File: src/pmf_pkg.sv
// ==============================================================
// How it works
// (RULE1) paged load: two cycles, address page*10H plus offset
// (RULE2) paged store: two cycles, same paged address
// (RULE3) page write: memory word to page pointer
// (RULE4) carry copy: carry to bit 0, others zero
// (RULE5) upper cause read: flags 4,7 to bits 0,1
// (RULE6) flag 4: second divider or pin, by option
// (RULE7) flag 7: second timer underflow
// (RULE8) lower cause read: flags 0-2 to bits 0-2
// (RULE9) flag 0: first divider overflow
// (RULE10) flag 1: first timer underflow
// (RULE11) flag 2: wake port signal change
// (RULE12) page read: page pointer to accumulator and memory
// (RULE13) reserved bits zero; zero flag tracks accumulator
package pmf_pkg;
  localparam int DATA_W = 4;
  localparam int ADDR_W = 7;
  localparam int MEM_WORDS = 128;
  localparam int PAGE_SHIFT = 4;
  localparam int PAGE_BITS = 3;
  localparam int CAUSE_W = 8;
  localparam int CAUSE_DIV0 = 0;
  localparam int CAUSE_TMR0 = 1;
  localparam int CAUSE_PORT = 2;
  localparam int CAUSE_DIV1_PIN = 4;
  localparam int CAUSE_TMR1 = 7;
  localparam logic [3:0] PAGE_RESET = 4'h0;
  localparam logic [3:0] RESULT_RESET = 4'h0;
  localparam logic [7:0] CAUSE_RESET = 8'h00;

  typedef enum logic [2:0] {
    PMF_OP_NONE,
    PMF_OP_LOAD,
    PMF_OP_STORE,
    PMF_OP_PAGE_WR,
    PMF_OP_CARRY,
    PMF_OP_CAUSE_HI,
    PMF_OP_CAUSE_LO,
    PMF_OP_PAGE_RD
  } pmf_op_t;

  typedef struct packed {
    logic valid;
    pmf_op_t op;
    logic [3:0] wreg;
    logic [6:0] raddr;
  } pmf_cmd_t;

  typedef struct packed {
    logic div0_ovf;
    logic tmr0_udf;
    logic port_chg;
    logic div1_ovf;
    logic wake_pin_fall;
    logic tmr1_udf;
  } pmf_wake_t;

  typedef struct packed {
    logic we;
    logic [6:0] addr;
    logic [3:0] wdata;
  } pmf_mem_wr_t;
endpackage

File: src/pmf_mem.sv
`timescale 1ns/1ps
// ==============================================================
// data memory with one write and two combinational reads
module pmf_mem #(
  parameter int WORDS = pmf_pkg::MEM_WORDS
) (
  input wire logic clk_sys,
  input wire logic arst_n,
  input wire pmf_pkg::pmf_mem_wr_t wr,
  input wire logic [6:0] ra_a,
  input wire logic [6:0] ra_b,
  output logic [3:0] rd_a,
  output logic [3:0] rd_b
);
  typedef struct packed {
    logic [WORDS-1:0][3:0] mem;
  } pmf_mem_st_t;
  pmf_mem_st_t st_reg, st_next;
  always_comb begin
    st_next = st_reg;
    if (wr.we) begin
      st_next.mem[wr.addr] = wr.wdata;
    end
  end
  always_ff @(posedge clk_sys or negedge arst_n) begin
    if (!arst_n) begin
      st_reg <= '0;
    end else begin
      st_reg <= st_next;
    end
  end
  assign rd_a = st_reg.mem[ra_a];
  assign rd_b = st_reg.mem[ra_b];
endmodule

File: src/pmf_cause.sv
`timescale 1ns/1ps
// ==============================================================
// sticky pause-exit cause flags; cleared here by clr
module pmf_cause #(
  parameter bit BODY_PIN = 1'b0
) (
  input wire logic clk_sys,
  input wire logic arst_n,
  input wire logic in_pause,
  input wire pmf_pkg::pmf_wake_t wake,
  input wire logic clr,
  output logic [7:0] cause
);
  typedef struct packed {
    logic [7:0] flags;
  } pmf_cause_st_t;
  pmf_cause_st_t st_reg, st_next;
  always_comb begin
    st_next = st_reg;
    if (clr) begin
      st_next.flags = pmf_pkg::CAUSE_RESET;
    end
    // set wins over clear
    if (in_pause) begin
      if (wake.div0_ovf) st_next.flags[pmf_pkg::CAUSE_DIV0] = 1'b1; // RULE9
      if (wake.tmr0_udf) st_next.flags[pmf_pkg::CAUSE_TMR0] = 1'b1; // RULE10
      if (wake.port_chg) st_next.flags[pmf_pkg::CAUSE_PORT] = 1'b1; // RULE11
      if (BODY_PIN ? wake.wake_pin_fall : wake.div1_ovf) begin
        st_next.flags[pmf_pkg::CAUSE_DIV1_PIN] = 1'b1; // RULE6
      end
      if (wake.tmr1_udf) st_next.flags[pmf_pkg::CAUSE_TMR1] = 1'b1; // RULE7
    end
  end
  always_ff @(posedge clk_sys or negedge arst_n) begin
    if (!arst_n) begin
      st_reg <= '0;
    end else begin
      st_reg <= st_next;
    end
  end
  assign cause = st_reg.flags;
endmodule

File: src/pmf_core.sv
`timescale 1ns/1ps
// ==============================================================
// paged move and flag read execution unit
module pmf_core #(
  parameter bit BODY_PIN = 1'b0
) (
  input wire logic clk_sys,
  input wire logic arst_n,
  input wire pmf_pkg::pmf_cmd_t cmd,
  input wire logic carry_flag,
  input wire logic in_pause,
  input wire pmf_pkg::pmf_wake_t wake,
  input wire logic cause_clr,
  input wire logic [3:0] wreg_rdata,
  output logic busy,
  output logic done,
  output logic [3:0] arith_result_reg,
  output logic zero_flag,
  output logic [3:0] page_pointer,
  output logic wreg_we,
  output logic [3:0] wreg_waddr,
  output logic [3:0] wreg_wdata,
  output logic [3:0] wreg_raddr,
  output logic [7:0] pause_exit_cause
);
  typedef enum logic [1:0] {
    PMF_IDLE,
    PMF_LOAD2,
    PMF_STORE2
  } pmf_state_t;

  typedef struct packed {
    pmf_state_t state;
    logic [3:0] result;
    logic zflag;
    logic [3:0] page;
    logic [6:0] paddr;
    logic [3:0] wsel;
    logic busy;
    logic done;
    logic wwe;
    logic [3:0] wdata;
    logic [3:0] wraddr;
  } pmf_st_t;

  pmf_st_t st_reg, st_next;
  pmf_pkg::pmf_mem_wr_t mwr;
  logic [3:0] rdata_r, rdata_p;
  logic [7:0] cause;

  // ==============================================================
  // helpers
  function automatic logic [6:0] paged_addr(input logic [3:0] pg, input logic [3:0] off);
    paged_addr = {pg[pmf_pkg::PAGE_BITS-1:0], off}; // RULE1 RULE2
  endfunction

  function automatic logic is_zero(input logic [3:0] v);
    is_zero = (v == 4'h0); // RULE13
  endfunction

  pmf_mem u_mem (
    .clk_sys(clk_sys),
    .arst_n(arst_n),
    .wr(mwr),
    .ra_a(cmd.raddr),
    .ra_b(st_reg.paddr),
    .rd_a(rdata_r),
    .rd_b(rdata_p)
  );

  pmf_cause #(.BODY_PIN(BODY_PIN)) u_cause (
    .clk_sys(clk_sys),
    .arst_n(arst_n),
    .in_pause(in_pause),
    .wake(wake),
    .clr(cause_clr),
    .cause(cause)
  );

  // ==============================================================
  // execution
  always_comb begin
    logic [3:0] res;
    res = 4'h0;
    st_next = st_reg;
    st_next.done = 1'b0;
    st_next.wwe = 1'b0;
    mwr = '0;
    unique case (st_reg.state)
      PMF_IDLE: begin
        if (cmd.valid) begin
          unique case (cmd.op)
            pmf_pkg::PMF_OP_LOAD: begin
              st_next.paddr = paged_addr(st_reg.page, rdata_r); // RULE1
              st_next.wsel = cmd.wreg;
              st_next.busy = 1'b1;
              st_next.state = PMF_LOAD2;
            end
            pmf_pkg::PMF_OP_STORE: begin
              st_next.paddr = paged_addr(st_reg.page, rdata_r); // RULE2
              st_next.wsel = cmd.wreg;
              st_next.wraddr = cmd.wreg;
              st_next.busy = 1'b1;
              st_next.state = PMF_STORE2;
            end
            pmf_pkg::PMF_OP_PAGE_WR: begin
              st_next.page = rdata_r; // RULE3
              st_next.done = 1'b1;
            end
            pmf_pkg::PMF_OP_CARRY: begin
              res = {3'h0, carry_flag}; // RULE4
              mwr = '{we: 1'b1, addr: cmd.raddr, wdata: res};
              st_next.result = res;
              st_next.zflag = is_zero(res);
              st_next.done = 1'b1;
            end
            pmf_pkg::PMF_OP_CAUSE_HI: begin
              res = {2'h0, cause[pmf_pkg::CAUSE_TMR1], cause[pmf_pkg::CAUSE_DIV1_PIN]}; // RULE5
              mwr = '{we: 1'b1, addr: cmd.raddr, wdata: res};
              st_next.result = res;
              st_next.zflag = is_zero(res); // RULE13
              st_next.done = 1'b1;
            end
            pmf_pkg::PMF_OP_CAUSE_LO: begin
              res = {1'h0, cause[pmf_pkg::CAUSE_PORT], cause[pmf_pkg::CAUSE_TMR0],
                     cause[pmf_pkg::CAUSE_DIV0]}; // RULE8
              mwr = '{we: 1'b1, addr: cmd.raddr, wdata: res};
              st_next.result = res;
              st_next.zflag = is_zero(res); // RULE13
              st_next.done = 1'b1;
            end
            pmf_pkg::PMF_OP_PAGE_RD: begin
              res = st_reg.page; // RULE12
              mwr = '{we: 1'b1, addr: cmd.raddr, wdata: res};
              st_next.result = res;
              st_next.zflag = is_zero(res);
              st_next.done = 1'b1;
            end
            default: begin
            end
          endcase
        end
      end
      PMF_LOAD2: begin
        // second machine cycle: paged word goes to the working register
        st_next.wwe = 1'b1; // RULE1
        st_next.wdata = rdata_p;
        st_next.busy = 1'b0;
        st_next.done = 1'b1;
        st_next.state = PMF_IDLE;
      end
      PMF_STORE2: begin
        // working register read port was pointed here in cycle one
        mwr = '{we: 1'b1, addr: st_reg.paddr, wdata: wreg_rdata}; // RULE2
        st_next.busy = 1'b0;
        st_next.done = 1'b1;
        st_next.state = PMF_IDLE;
      end
      default: begin
        // unused state code: fall back to idle rather than hang busy
        st_next.busy = 1'b0;
        st_next.state = PMF_IDLE;
      end
    endcase
  end

  always_ff @(posedge clk_sys or negedge arst_n) begin
    if (!arst_n) begin
      st_reg <= '{state: PMF_IDLE, result: pmf_pkg::RESULT_RESET, zflag: 1'b1,
                  page: pmf_pkg::PAGE_RESET, default: '0};
    end else begin
      st_reg <= st_next;
    end
  end

  assign busy = st_reg.busy;
  assign done = st_reg.done;
  assign arith_result_reg = st_reg.result;
  assign zero_flag = st_reg.zflag;
  assign page_pointer = st_reg.page;
  assign wreg_we = st_reg.wwe;
  assign wreg_waddr = st_reg.wsel;
  assign wreg_wdata = st_reg.wdata;
  assign wreg_raddr = st_reg.wraddr;
  assign pause_exit_cause = cause;
endmodule

File: config.mk
export PLATFORM = sky130hd
export DESIGN_NAME = pmf_core
export DESIGN_NICKNAME = d
export VERILOG_FILES = /design/src/pmf_pkg.sv /design/src/pmf_mem.sv /design/src/pmf_cause.sv /design/src/pmf_core.sv
export SDC_FILE = /design/constraint.sdc
export NUM_CORES = 1
export LEC_CHECK = 0
export ABC_AREA = 1
export BUFFER_PORTS_ARGS = -buffer_cell sky130_fd_sc_hd__buf_4
export CAP_MARGIN = 20
export CELL_PAD_IN_SITES_DETAIL_PLACEMENT = 1
export CELL_PAD_IN_SITES_GLOBAL_PLACEMENT = 2
export CORE_MARGIN = 4
export CORE_UTILIZATION = 37
export DETAILED_ROUTE_END_ITERATION = 10
export MAX_ROUTING_LAYER = met4
export PLACE_DENSITY_LB_ADDON = 0.2
export SYNTH_ARGS = -nofsm -noshare
export SYNTH_HDL_FRONTEND = slang
export SYNTH_SLANG_ARGS = --single-unit
File: constraint.sdc
create_clock -name clk_sys -period 3.4 [get_ports clk_sys]
set_clock_uncertainty 0.15 [all_clocks]
set_input_delay 0.17 -clock clk_sys [delete_from_list [all_inputs] [get_ports clk_sys]]
set_output_delay 0.17 -clock clk_sys [all_outputs]
set_load 0.03 [all_outputs]
==> metrics.md <==
| Metric | Value |
|---|---|
| Tcrit/Tclk final | 90.8% |
| H-tree levels | 3 |
| Initial drt markers | 2583 |
| Tot GR Track Use | 29.7% |
| Worst skew pair latency | 0.61 ns |
| Critical Path Fanout Max | 17 |
| FF+latch count, synth | 550 |
| Row count | 104 |
| Clock Sinks | between 500 and 600 |
| GP Congestion | 0.866 |
| Root buffer cell | clkbuf_16 |
| Power, Total | 24.2 mW |
| Mean number of vias per cell | 5.63 |
| Hold Crit Endpoint | u_mem.st_reg[87] |
| Worst Hold Class | primary input to flip-flop |
| R2R setup slack | roughly 0.31 ns |
| Largest net degree at the start of global routing | 127 |
| Diodes inserted | 0 |
| Post-DR wirelength/cell | 23.5 um |
| Hold Path Origin | wreg_rdata[3] |
| Synth Instances | between 4k and 5k |
| Worst Max-Slew Pin Slew | 0.820 ns |
| Most used cell, CP | nand2_1 |
| Placed instance area | 32200 um^2 |
| Clock Path Buffers | 3 |
| Final Non-Filler Cells | 5373 |
| Crit-path cells | inv_1 > ha_1 > nand2_1 > nor2_4 > inv_4 > o22ai_4 > inv_1 > or2_4 > nor2_4 > buf_4 > nand2_1 > nand2_1 > o21ai_0 |
| Crit Path Category | flip-flop to flip-flop |
| Reg area | 13800 um^2 |
| GR Overflow Total | 0 |
| Initial Util | 37.5% |
| First-pass GRT wire length | a little under 200000 um |
| Fin nets | 4300 |
| Fillers | 10.1k |
| Fraction of layout cells with a size suffix above 1 | between 8 and 9% |
| Share of the synthesized area in the top cell type | 45.3% |
| CP Launch Type | flip-flop |
| CTS tree | built |
| DRC Markers | 0 |
| IO buf count | 57 |
| Total number of yosys warnings | 0 |
| RR Startpoint | st_reg[32] |
| Family with the most delay on the worst path | simple AND/OR/NAND/NOR gates |
| Core ar. | 80800 um^2 |
| Final WS setup | between 0.3 and 0.4 ns |
| Routed via count | 30.3k |
| Die H | 294 um |
| Static Leakage | 14.7 nW |
| Setup TNS | 0 ns |
| WP data arrival | 3.38 ns |
| Remaining antenna violation count after routing | 0 |
| Worst hold path stage count | 4 |
| RSZ-0062 raised after global routing | no |
| WP buf/inv | 4 |
| Total CTS buffers | 69 |
| Power density over cell area | 696 nW/um^2 |
| CP Capture Type | flip-flop |
| Crit. path cell count | 13 |
| Yosys cell types | 34 |
| Layout area overhead | 14.6% |
| Final slew viol count | 0 |
| Seq/Total Area, Yosys | 45.4% |
| Final hold slack | between 0.03 and 0.04 ns |
| Fin area | ~35000 um^2 |
| Outcome | completed |
| Max-slew headroom | 45.4% |
| Critical path required time | 3.69 ns |
| Final hold violations | 0 |
| Die Area | 86500 um^2 |
| CP peak stage delay | 0.39 ns |
| Reg2reg path depth | 13 |
| Mapped Area | a little over 30000 um^2 |
| Syn avg cell area | 7.04 um^2 |
| Clk slew on worst S/H paths | 0.06 ns |
| Largest cells by area after synthesis | dfrtp_1, nand2_1, nand3_1 |
| Vias in the first global route | ~30k |
| Post-detail-place hpwl | 77100 um |
| Peak VDD IR | 0.000662 V |
| # IOs | 62 |
| Achievable Freq | between 300 and 400 MHz |
| Die W | about 300 um |
| RR Endpoint | u_mem.st_reg[200] |
| # Max-Cap Violations | 0 |
| Initial antenna violation count | 0 |
| Placed insts | 5222 |
| Drt pass-1 iters | 5 |
| Post-layout min period | between 3 and 4 ns |
| Largest register FFs | 512 |
| Multi-input gate area | 15100 um^2 |
| Final core occ | around 43% |
| Dpl ws | 0.254 ns |
| Critical-path top delay cell | dfrtp_1 |
| Area leader, netlist | dfrtp_1 |
| Total wire length | between 100000 and 150000 um |
| Setup Viol. Count Final | 0 |
cells by family (layout without fill, tap and decap cells):
group	Yosys count	in the layout	synth area share [%]
other	1	3	0.0124
and+or+nand+nor	2838	2838	40.1
DFF	550	550	45.4
buffers and inverters	356	364	4.83
AOI/OAI and AO/OA	554	554	9.43
adders and majority gates	4	4	0.165
routing by layer:
layer  GRT usage (%)  part of all wire (%)  vias to the layer above
met1            40.9                    46                    15100
met5               -                     0                        -
li1                -                     -                    14200
met2            47.2                    46                      808
met3            3.43                   5.1                      176
met4            7.35                   2.8                        0
power by group:
group / switching, mW / internal (mW)
Combinational: 6.72 / 2.49
Sequential: 0.491 / 7.11
Clock: 2.98 / 4.37
Total: 10.2 / 14.0
worst max path at each step:
stage / start / endpoint / slack (ns)
after CTS: st_reg[31] / u_mem.st_reg[210] / 0.26
after global placement: st_reg[31] / u_mem.st_reg[216] / 0.38
after global routing: st_reg[31] / u_mem.st_reg[200] / 0.06
final: st_reg[32] / u_mem.st_reg[200] / 0.31
after detailed placement: st_reg[31] / u_mem.st_reg[210] / 0.25
after floorplan: st_reg[31] / u_mem.st_reg[24] / 1.05
area by class of cell:
| class | instances | share of cell area [%] |
|---|---|---|
| multi-input combinational | 3399 | 43.5 |
| sequential | 550 | 39.7 |
| timing repair buffer | 199 | 6.06 |
| clock buffer | 104 | 5.90 |
| tap | 1060 | 3.82 |
| inverter | 47 | 0.580 |
| clock inverter | 14 | 0.443 |
tightest hold or removal path: cells and delay by family:
| family | cells | cell delay, ns |
|---|---|---|
| AO/OA/AOI/OAI | 2 | 0.27 |
| buffers and inverters | 2 | 0.30 |
synthesized netlist by cell type:
cell type	n
nand2_1	1772
nand3_1	978
dfrtp_1	549
o21ai_0	492
clkbuf_1	236
buf_1	37
inv_1	35
nor2_1	31
buf_4	27
o21ai_1	26
a21oi_1	23
nor2_4	16
nand2_2	14
nand2_4	10
buf_2	7
inv_2	7
nor2_2	6
nor3_1	5
o22ai_2	5
clkinv_1	4
ha_1	4
a22oi_1	3
or2_4	3
buf_6	2
o22ai_4	2
conb_1	1
dfstp_2	1
inv_4	1
nand4_1	1
nor3_2	1
nor3_4	1
o22ai_1	1
o32a_1	1
o41ai_1	1
what timing repair did:
item	in CTS	in global routing
hold endpoints to repair	119	0
buffers inserted	0	0
endpoints found under the setup margin	0	3
resized for setup	0	1
hold buffers	33	0
cells in the final DEF (no fill, tap or decap), types with 3 or more instances in the layout:
| cell | instances |
|---|---|
| clkbuf_16 | 71 |
| nand2_4 | 10 |
| nand2_2 | 14 |
| clkbuf_8 | 16 |
| nand3_1 | 978 |
| a21oi_1 | 21 |
| buf_4 | 123 |
| dfrtp_1 | 545 |
| conb_1 | 3 |
| buf_12 | 41 |
| or2_4 | 3 |
| o21ai_1 | 26 |
| dlygate4sd3_1 | 33 |
| inv_2 | 8 |
| ha_1 | 4 |
| o22ai_2 | 5 |
| nor2_2 | 4 |
| nor3_1 | 5 |
| o21ai_0 | 492 |
| clkbuf_1 | 18 |
| nor2_1 | 31 |
| nor2_4 | 18 |
| clkinv_2 | 8 |
| inv_4 | 4 |
| inv_1 | 28 |
| bufinv_16 | 3 |
| clkinv_1 | 5 |
| nand2_1 | 1772 |
Power figures use the tool's default switching activity.
